--- src/include/diag_consts.svh ---
/*
 * Offsets, field positions, reset values and timing counts of the
 * diagnosis indicator encoder.
 * Assumes inclusion by bare name from the design and bench files.
 */
`ifndef DIAG_CONSTS_SVH
`define DIAG_CONSTS_SVH

// ----------------------------------------------------------------
// Register byte offsets
// ----------------------------------------------------------------
`define DIAG_OFS_CTRL 5'h0_0
`define DIAG_OFS_CONFIG 5'h0_4
`define DIAG_OFS_STATUS 5'h0_8
`define DIAG_OFS_MASK 5'h0_C
`define DIAG_OFS_STATE 5'h1_0

// ----------------------------------------------------------------
// Field positions
// ----------------------------------------------------------------
`define DIAG_CTRL_SLAVE 0
`define DIAG_CTRL_ACK 1
`define DIAG_CTRL_INIT_DONE 2
`define DIAG_EV_FATAL 0
`define DIAG_EV_SERIOUS 1
`define DIAG_EV_LIGHT 2
`define DIAG_EV_MINOR 3
`define DIAG_EV_LOST 4
`define DIAG_EV_OVERLOAD 5
`define DIAG_EV_BITS 6

// ----------------------------------------------------------------
// Lamp vector positions
// ----------------------------------------------------------------
`define DIAG_LAMP_ACTIVE 3
`define DIAG_LAMP_BUS 2
`define DIAG_LAMP_REMOTE 1
`define DIAG_LAMP_IFACE 0

// ----------------------------------------------------------------
// Error code class boundaries
// ----------------------------------------------------------------
`define DIAG_CODE_LIGHT_MIN 8'h2_0
`define DIAG_CODE_SERIOUS_MIN 8'h6_0
`define DIAG_CODE_FATAL_MIN 8'hA_0

// ----------------------------------------------------------------
// Reset values and timing
// ----------------------------------------------------------------
`define DIAG_CTRL_RESET 32'h0000_0000
`define DIAG_MASK_RESET 32'h0000_0000
`define DIAG_FLASH_HALF_MS 250
`define DIAG_CLK_MHZ 100

`endif

--- src/include/diag_pkg.sv ---
/*
 * Types shared by the diagnosis indicator encoder files.
 * Assumes nothing beyond a SystemVerilog compiler.
 */
package diag_pkg;

    // One-hot lamp pattern selection, most severe first
    typedef enum logic [9:0] {
        PAT_FATAL = 10'b00_0000_0001,
        PAT_INIT = 10'b00_0000_0010,
        PAT_NONE_FOUND = 10'b00_0000_0100,
        PAT_ALL_LOST = 10'b00_0000_1000,
        PAT_TWO_LOST = 10'b00_0001_0000,
        PAT_ONE_LOST = 10'b00_0010_0000,
        PAT_DPRAM = 10'b00_0100_0000,
        PAT_REMOTE = 10'b00_1000_0000,
        PAT_SLAVE_FAIL = 10'b01_0000_0000,
        PAT_NORMAL = 10'b10_0000_0000
    } pattern_type;

    // One-hot severity class: fatal, serious, light, minor
    typedef logic [3:0] class_type;

endpackage

--- src/design/diagnosis_indicator_encoder.sv ---
/*
 * Diagnosis indicator encoder: sorts errors into four classes,
 * drives the bus and class lamps, and requests clearing of the
 * error records kept in the remote modules.
 * Assumes inputs synchronous to clk and a classic Wishbone master.
 */
// Chosen here: the address map and register access over Wishbone.
`timescale 1ns/10ps
`include "diag_consts.svh"
module diagnosis_indicator_encoder #(
    parameter int unsigned MODULES = 8,
    parameter int unsigned OUTPUTS = 8,
    parameter int unsigned FLASH_HALF_CYCLES =
        `DIAG_FLASH_HALF_MS * `DIAG_CLK_MHZ * 1000
) (
    input wire logic clk,                     // System clock
    input wire logic srst,                    // Synchronous reset
    input wire logic ce,                      // Clock enable
    input wire logic cyc_i,                   // Wishbone cycle
    input wire logic stb_i,                   // Wishbone strobe
    input wire logic we_i,                    // Wishbone write
    input wire logic [4:0] adr_i,             // Wishbone byte address
    input wire logic [3:0] sel_i,             // Wishbone byte selects
    input wire logic [31:0] dat_i,            // Wishbone write data
    output logic [31:0] dat_o,                // Wishbone read data
    output logic ack_o,                       // Wishbone acknowledge
    input wire logic err_valid,               // Error code strobe
    input wire logic [7:0] err_code,          // Error code
    input wire logic init_busy,               // Initialization phase
    input wire logic [MODULES-1:0] mod_resp,  // Module answered last scan
    input wire logic remote_err,              // A module reports an error
    input wire logic dpram_fault,             // Two-port memory defect
    input wire logic slave_bus_fail,          // Bus down in slave role
    input wire logic [OUTPUTS-1:0] out_fault, // Overload or short per output
    input wire logic battery_ok,              // Battery effective
    output logic bus_active_lamp,             // Green bus processor lamp
    output logic bus_fault_lamp,              // Red bus fault lamp
    output logic remote_fault_lamp,           // Red remote fault lamp
    output logic interfacing_fault_lamp,      // Red interfacing fault lamp
    output logic fatal_class_lamp,            // Class 1 lamp
    output logic serious_class_lamp,          // Class 2 lamp
    output logic light_class_lamp,            // Class 3 lamp
    output logic overload_lamp,               // Output overload lamp
    output logic battery_lamp,                // Battery missing lamp
    output logic bus_enable,                  // System bus enable
    output logic outputs_off,                 // Force outputs off
    output logic remote_clear,                // Clear request to modules
    output logic irq                          // Interrupt level
);
    localparam int CNTW = $clog2(MODULES + 1);
    localparam logic [CNTW-1:0] ONE = CNTW'(1);
    localparam logic [CNTW-1:0] TWO = CNTW'(2);
    localparam logic [CNTW-1:0] THREE = CNTW'(3);
    localparam logic [31:0] CTRL_RST = `DIAG_CTRL_RESET;

    // ----------------------------------------------------------------
    // Functions
    // ----------------------------------------------------------------
    function automatic diag_pkg::class_type classify(input logic [7:0] code);
        diag_pkg::class_type c;
        c = 4'b1000;
        if (code >= `DIAG_CODE_FATAL_MIN) begin
            c = 4'b0001;
        end else if (code >= `DIAG_CODE_SERIOUS_MIN) begin
            c = 4'b0010;
        end else if (code >= `DIAG_CODE_LIGHT_MIN) begin
            c = 4'b0100;
        end
        return c;
    endfunction

    function automatic logic [CNTW-1:0] count_ones(input logic [MODULES-1:0] v);
        logic [CNTW-1:0] n;
        n = '0;
        for (int i = 0; i < MODULES; i++) begin
            n = n + CNTW'(v[i]);
        end
        return n;
    endfunction

    // Steady lamps in high nibble, flashing lamps in low nibble
    function automatic logic [7:0] lamp_code(input diag_pkg::pattern_type p);
        logic [7:0] l;
        l = 8'h0_0;
        unique case (p)
            diag_pkg::PAT_FATAL: l = 8'h0_0;
            diag_pkg::PAT_INIT: l = 8'h7_0;
            diag_pkg::PAT_NONE_FOUND: l = 8'hC_0;
            diag_pkg::PAT_ALL_LOST: l = 8'h6_9;
            diag_pkg::PAT_TWO_LOST: l = 8'hC_0;
            diag_pkg::PAT_ONE_LOST: l = 8'hE_0;
            diag_pkg::PAT_DPRAM: l = 8'h9_0;
            diag_pkg::PAT_REMOTE: l = 8'hA_0;
            diag_pkg::PAT_SLAVE_FAIL: l = 8'h8_2;
            diag_pkg::PAT_NORMAL: l = 8'h8_0;
            default: l = 8'h0_0;
        endcase
        return l;
    endfunction

    // ----------------------------------------------------------------
    // Declarations
    // ----------------------------------------------------------------
    logic slave_q;
    logic init_done_q;
    logic [MODULES-1:0] config_q;
    logic [`DIAG_EV_BITS-1:0] status_q;
    logic [`DIAG_EV_BITS-1:0] mask_q;
    diag_pkg::class_type class_q;
    logic fatal_q;
    logic found_q;
    diag_pkg::pattern_type pat_d;
    diag_pkg::pattern_type pat_q;
    logic [7:0] lcode;
    logic flash;
    logic bus_req;
    logic wr_req;
    logic rd_req;
    logic ack_wr;
    logic [4:0] word_adr;
    diag_pkg::class_type new_class;
    logic [MODULES-1:0] lost;
    logic [CNTW-1:0] lost_cnt;
    logic [CNTW-1:0] cfg_cnt;
    logic [`DIAG_EV_BITS-1:0] events;
    logic any_out_fault;

    // ----------------------------------------------------------------
    // Flash source
    // ----------------------------------------------------------------
    flash_gen #(
        .HALF_CYCLES(FLASH_HALF_CYCLES)
    ) u_flash (
        .clk(clk),
        .srst(srst),
        .ce(ce),
        .flash(flash)
    );

    // ----------------------------------------------------------------
    // Bus decode
    // ----------------------------------------------------------------
    assign word_adr = {adr_i[4:2], 2'b00};
    assign bus_req = cyc_i & stb_i & ~ack_o;
    assign wr_req = bus_req & we_i;
    assign rd_req = bus_req & ~we_i;
    assign ack_wr = wr_req && word_adr == `DIAG_OFS_CTRL && sel_i[0]
        && dat_i[`DIAG_CTRL_ACK];

    always_ff @(posedge clk) begin
        if (srst) begin
            ack_o <= 1'b0;
        end else if (ce) begin
            ack_o <= bus_req;
        end
    end

    always_ff @(posedge clk) begin
        if (srst) begin
            dat_o <= 32'h0000_0000;
        end else if (ce && rd_req) begin
            dat_o <= 32'h0000_0000;
            case (word_adr)
                `DIAG_OFS_CTRL: begin
                    dat_o[`DIAG_CTRL_SLAVE] <= slave_q;
                    dat_o[`DIAG_CTRL_INIT_DONE] <= init_done_q;
                end
                `DIAG_OFS_CONFIG: dat_o[MODULES-1:0] <= config_q;
                `DIAG_OFS_STATUS: dat_o[`DIAG_EV_BITS-1:0] <= status_q;
                `DIAG_OFS_MASK: dat_o[`DIAG_EV_BITS-1:0] <= mask_q;
                `DIAG_OFS_STATE: dat_o[23:0] <= {pat_q, lcode, fatal_q, found_q,
                    class_q};
                default: dat_o <= 32'h0000_0000;
            endcase
        end
    end

    // ----------------------------------------------------------------
    // Control, configuration and mask registers
    // ----------------------------------------------------------------
    always_ff @(posedge clk) begin
        if (srst) begin
            slave_q <= CTRL_RST[`DIAG_CTRL_SLAVE];
            mask_q <= `DIAG_EV_BITS'(`DIAG_MASK_RESET);
            config_q <= '0;
        end else if (ce && wr_req) begin
            if (word_adr == `DIAG_OFS_CTRL && sel_i[0]) begin
                slave_q <= dat_i[`DIAG_CTRL_SLAVE];
            end
            if (word_adr == `DIAG_OFS_MASK && sel_i[0]) begin
                mask_q <= dat_i[`DIAG_EV_BITS-1:0];
            end
            if (word_adr == `DIAG_OFS_CONFIG) begin
                for (int b = 0; b < MODULES; b++) begin
                    if (sel_i[b/8]) begin
                        config_q[b] <= dat_i[b];
                    end
                end
            end
        end
    end

    // ----------------------------------------------------------------
    // Error classes and acknowledge
    // ----------------------------------------------------------------
    assign new_class = err_valid ? classify(err_code) : 4'b0000;

    always_ff @(posedge clk) begin
        if (srst) begin
            class_q <= 4'b0000;
            fatal_q <= 1'b0;
        end else if (ce) begin
            // Fatal stays until reset; the rest clear on acknowledge
            fatal_q <= fatal_q | new_class[0];
            class_q[0] <= class_q[0] | new_class[0];
            class_q[3:1] <= (ack_wr ? 3'b000 : class_q[3:1]) | new_class[3:1];
        end
    end

    always_ff @(posedge clk) begin
        if (srst) begin
            remote_clear <= 1'b0;
        end else if (ce) begin
            remote_clear <= ack_wr;
        end
    end

    // ----------------------------------------------------------------
    // Module supervision
    // ----------------------------------------------------------------
    assign lost = config_q & ~mod_resp;
    assign lost_cnt = count_ones(lost);
    assign cfg_cnt = count_ones(config_q);

    always_ff @(posedge clk) begin
        if (srst) begin
            init_done_q <= 1'b0;
            found_q <= 1'b0;
        end else if (ce && !init_busy && !init_done_q) begin
            init_done_q <= 1'b1;
            found_q <= |(config_q & mod_resp);
        end
    end

    // ----------------------------------------------------------------
    // Pattern selection, most severe first
    // ----------------------------------------------------------------
    always_comb begin
        pat_d = diag_pkg::PAT_NORMAL;
        if (fatal_q) begin
            pat_d = diag_pkg::PAT_FATAL;
        end else if (init_busy) begin
            pat_d = diag_pkg::PAT_INIT;
        end else if (slave_q) begin
            if (slave_bus_fail) begin
                pat_d = diag_pkg::PAT_SLAVE_FAIL;
            end else if (dpram_fault) begin
                pat_d = diag_pkg::PAT_DPRAM;
            end
        end else if (init_done_q && !found_q) begin
            pat_d = diag_pkg::PAT_NONE_FOUND;
        end else if (cfg_cnt >= TWO && lost_cnt == cfg_cnt) begin
            pat_d = diag_pkg::PAT_ALL_LOST;
        end else if (cfg_cnt >= THREE && lost_cnt == TWO) begin
            pat_d = diag_pkg::PAT_TWO_LOST;
        end else if (lost_cnt == ONE) begin
            pat_d = diag_pkg::PAT_ONE_LOST;
        end else if (dpram_fault) begin
            pat_d = diag_pkg::PAT_DPRAM;
        end else if (remote_err) begin
            pat_d = diag_pkg::PAT_REMOTE;
        end
    end

    assign lcode = lamp_code(pat_q);

    always_ff @(posedge clk) begin
        if (srst) begin
            pat_q <= diag_pkg::PAT_INIT;
        end else if (ce) begin
            pat_q <= pat_d;
        end
    end

    // ----------------------------------------------------------------
    // Lamp drivers
    // ----------------------------------------------------------------
    assign any_out_fault = |out_fault;

    always_ff @(posedge clk) begin
        if (srst) begin
            {bus_active_lamp, bus_fault_lamp, remote_fault_lamp,
                interfacing_fault_lamp} <= 4'b0111;
            {fatal_class_lamp, serious_class_lamp, light_class_lamp} <= 3'b000;
            overload_lamp <= 1'b0;
            battery_lamp <= 1'b0;
        end else if (ce) begin
            // Steady bits or flashing bits gated by the flash level
            {bus_active_lamp, bus_fault_lamp, remote_fault_lamp,
                interfacing_fault_lamp} <= lcode[7:4] | (lcode[3:0]
                & {4{flash}});
            fatal_class_lamp <= class_q[0];
            serious_class_lamp <= class_q[1];
            light_class_lamp <= class_q[2];
            overload_lamp <= any_out_fault;
            battery_lamp <= ~battery_ok;
        end
    end

    // Watchdog reaction
    always_ff @(posedge clk) begin
        if (srst) begin
            bus_enable <= 1'b0;
            outputs_off <= 1'b1;
        end else if (ce) begin
            bus_enable <= ~fatal_q;
            outputs_off <= fatal_q;
        end
    end

    // ----------------------------------------------------------------
    // Event status and interrupt
    // ----------------------------------------------------------------
    assign events = {any_out_fault, |lost, new_class[3], new_class[2],
        new_class[1], new_class[0]};

    always_ff @(posedge clk) begin
        if (srst) begin
            status_q <= '0;
        end else if (ce) begin
            // Set wins over the read clear
            status_q <= ((rd_req && word_adr == `DIAG_OFS_STATUS) ? '0 : status_q)
                | events;
        end
    end

    assign irq = |(status_q & mask_q);
endmodule

--- src/design/flash_gen.sv ---
/*
 * Free-running flash level generator with equal on and off time.
 * Assumes one clock, synchronous reset and a clock enable.
 */
`timescale 1ns/10ps
module flash_gen #(
    parameter int unsigned HALF_CYCLES = 25000000
) (
    input wire logic clk,   // System clock
    input wire logic srst,  // Synchronous reset
    input wire logic ce,    // Clock enable
    output logic flash      // Flash level
);
    localparam int unsigned CW = $clog2(HALF_CYCLES + 1);
    localparam logic [CW-1:0] LAST = CW'(HALF_CYCLES - 1);

    logic [CW-1:0] cnt_q;

    // ----------------------------------------------------------------
    // Half period counter
    // ----------------------------------------------------------------
    always_ff @(posedge clk) begin
        if (srst) begin
            cnt_q <= '0;
            flash <= 1'b0;
        end else if (ce) begin
            if (cnt_q == LAST) begin
                cnt_q <= '0;
                flash <= ~flash;
            end else begin
                cnt_q <= cnt_q + 1'b1;
            end
        end
    end
endmodule

--- config.mk ---
export PLATFORM = sky130hd
export DESIGN_NAME = diagnosis_indicator_encoder
export DESIGN_NICKNAME = d
export VERILOG_FILES = /design/src/include/diag_pkg.sv /design/src/design/diagnosis_indicator_encoder.sv /design/src/design/flash_gen.sv
export VERILOG_INCLUDE_DIRS = /design/src /design/src/include
export SDC_FILE = /design/constraint.sdc
export NUM_CORES = 1
export LEC_CHECK = 0
export BUFFER_PORTS_ARGS = -buffer_cell sky130_fd_sc_hd__buf_2
export CAP_MARGIN = 0
export CORE_ASPECT_RATIO = 1.2
export CORE_MARGIN = 2
export CORE_UTILIZATION = 43
export CTS_CLUSTER_DIAMETER = 200
export DETAILED_ROUTE_END_ITERATION = 8
export PLACE_DENSITY = 0.7
export SYNTH_ARGS = -nofsm -noshare
export SYNTH_HDL_FRONTEND = slang
export SYNTH_HIERARCHICAL = 1
export SYNTH_SLANG_ARGS = --single-unit
--- constraint.sdc ---
create_clock -name clk -period 4.9 [get_ports clk]
set_clock_uncertainty 0.2 [all_clocks]
set_input_delay 0.735 -clock clk [delete_from_list [all_inputs] [get_ports clk]]
set_output_delay 0.735 -clock clk [all_outputs]
set_load 0.005 [all_outputs]
==> impl_metrics.toml <==
[status]
outcome = "completed"

[global_routing]
grt_pass1_wl_um = 20500
grt_pass1_vias = 4335
antenna_found_initial = 0
grt_max_degree = 38
track_usage_pct = 19.9
overflow = 0

[worst_setup_path]
worstSetupEndpointType = "register"
required_ps = 4930
crit_path_start_kind = "input pin"
crit_start = "mod_resp[0]"
timing.rr.start = "config_q[0]"
rrSetupSlack_ps = 810
worst-setup-path-type = "input pin to register"
arrival_ps = 4240
cp_max_fo = 3

[route]
drt_iter0_drc = 171
wl_um = 12400
remaining_drc_errors = 0
dr_total_vias = 4463
drt-pass1-iter-count = 4
avgViaCountPerCell = 5.44
wl_per_cell_um = 15.1
drtAntennaViolNets = 0

[layout]
area_growth_pct = 14.1
drive_gt1_share_pct = 17.3
nets = 752
antenna_cells = 0
finalInstanceArea_um2 = 5860
layout.cells.non_filler = 821

[yosys]
synth_most_common_cell = "dfxtp_1"
yosysWarnings = 6
synth_area_per_cell_um2 = 8.53
synthTopCellsByArea = "dfxtp_1 (39%), nor2_1 (5.6%), a21oi_1 (4.7%)"
ys.flop_type = "dfxtp_1"
yosys.area.top_type = "dfxtp_1"
syn_area_um2 = 5130
ys_ff_latch = 100
ys_seq_area_share_pct = 39.0
synth_edf_count = 0
synth_cells = 602
synth_common_cells = "dfxtp_1 (100), nor2_1 (76), nand2_1 (52)"
ys_types = 64
async_flop_share_pct = 0
synth_top_cell_area_share_pct = 39.0

[clocking]
cts_setup_buffers = 0
cts_hold_buffers = 0
cts_resized = 0
cts_tree = "done"
clk_pin_slew_ps = 70
clockRootBuffer = "clkbuf_16"
clock_latency_ps = 350
cts.path.max_buffers = 2
numCtsBuffers = 9
cts.sinks = 100
cts_htree_levels = 3

[placed_design]
dp_cells = 805
place_area_um2 = 5550
dpl.hpwl_um = 9240
gp_congestion = 0.797
io_buffers = 79

[timing]
fin_crit_ps = 4210
rsz0062_at_grt = "false"
fmax_ghz = 0.238
hold_viol = 0
max_slew_margin_pct = 38.8
drv_slew = 0
setup_tns_ps = 0
setup-violations-final = 0
finalCritPeriodShare_pct = 85.9
worstMarginPinSlew_ps = 910

[power]
cellLeakagePower_uw = 0.00228
fin_total_pwr_uw = 1700
peakVddDrop_mv = 0.186
p_per_area_nw_per_um2 = 290

[die]
rows = 43
dieWidth_um = 104
coreArea_um2 = 11600
die_area_um2 = 12800
die_height_um = 124
start_util_pct = 44.2
io_pins = 123

[worst_hold_path]
hp-start = "dat_o[18]"
hold_path_class = "register to register"

[job]
drv_cap = 0
==> critical path, cell delays in order <==
cell and delay [ps]:
buf_2 100, nand2b_1 180, fa_1 530, fa_1 540
inv_1 50, fa_1 470, ha_1 240, fa_1 420
xor2_1 170, xnor2_1 130, a211o_1 290, o21ai_0 270
o41ai_1 110
==> cells by family after synthesis <==
group	share of synthesized area [%]
buffers and inverters	6.19
other	0.0730
XOR/XNOR	3.75
AND/OR/NAND/NOR	24.7
AO/OA/AOI/OAI	15.9
adder cells (fa/ha/maj)	5.07
multiplexers	5.34
flip-flops	39.0
==> report_power, final <==
| group | switching, uW | total [uW] | internal (uW) |
|---|---|---|---|
| Clock | 316 | 732 | 415 |
| Combinational | 72.8 | 122 | 49.2 |
| Sequential | 14.7 | 843 | 829 |
| Total | 404 | 1700 | 1290 |
==> final cells by class <==
| cell class | count | area, um^2 |
|---|---|---|
| Clock buffer | 10 | 239 |
| Clock inverter | 6 | 70.1 |
| Fill cell | 1123 | 5760 |
| Inverter | 24 | 90.1 |
| Multi-Input combinational cell | 442 | 2840 |
| Sequential cell | 100 | 2000 |
| Tap cell | 157 | 196 |
| Timing Repair Buffer | 82 | 418 |
==> cell usage in the layout (no fill, tap or decap), types with 7 or more instances in the layout <==
| cell | netlist | routed |
|---|---|---|
| ha_1 | 8 | 8 |
| a21oi_1 | 48 | 48 |
| nand4_1 | 9 | 9 |
| mux2i_1 | 24 | 24 |
| clkbuf_16 | 0 | 9 |
| dfxtp_1 | 100 | 100 |
| fa_1 | 8 | 8 |
| nand2_1 | 52 | 52 |
| or3_1 | 8 | 8 |
| a22oi_1 | 10 | 10 |
| nand2b_1 | 9 | 9 |
| xnor2_1 | 12 | 12 |
| o31ai_1 | 7 | 7 |
| xor2_1 | 10 | 10 |
| nor2_1 | 76 | 76 |
| or4_1 | 7 | 7 |
| buf_2 | 5 | 79 |
| nand3_1 | 25 | 25 |
| nor2b_1 | 9 | 9 |
| nor3_1 | 13 | 13 |
| o21ai_0 | 18 | 18 |
| conb_1 | 1 | 9 |
| inv_1 | 23 | 23 |
==> per-stage QoR <==
step	setup slack [ps]	util [%]	hold WS (ps)
after CTS	678	50.4	257
after floorplan	637	-	247
after global placement	400	47.8	240
after global routing	542	50.4	276
final	690	50.4	252
after detailed placement	302	47.8	248
==> state kept, by name, summed over array words and instances (netlist names), 4 cells and up <==
name           cells
class_q            4
config_q           8
u_flash/cnt_q     25
pat_q             10
status_q           6
mask_q             6
dat_o             23
==> routing by layer <==
layer / GRT usage, % / vias up / share of wire (%)
met3: 4.34 / 17 / 4.3
met1: 23.1 / 2120 / 42
met5: 0 / - / 0
li1: - / 2231 / -
met4: 8.61 / 0 / 2.0
met2: 35.8 / 95 / 51
==> worst paths after layout <==
path          endpoint  cells past startpoint
max           pat_q[9]                     13
min          dat_o[18]                      2
max reg2reg   pat_q[9]                     12
min reg2reg  dat_o[18]                      2
No activity file was read; power rests on OpenSTA's default activity.
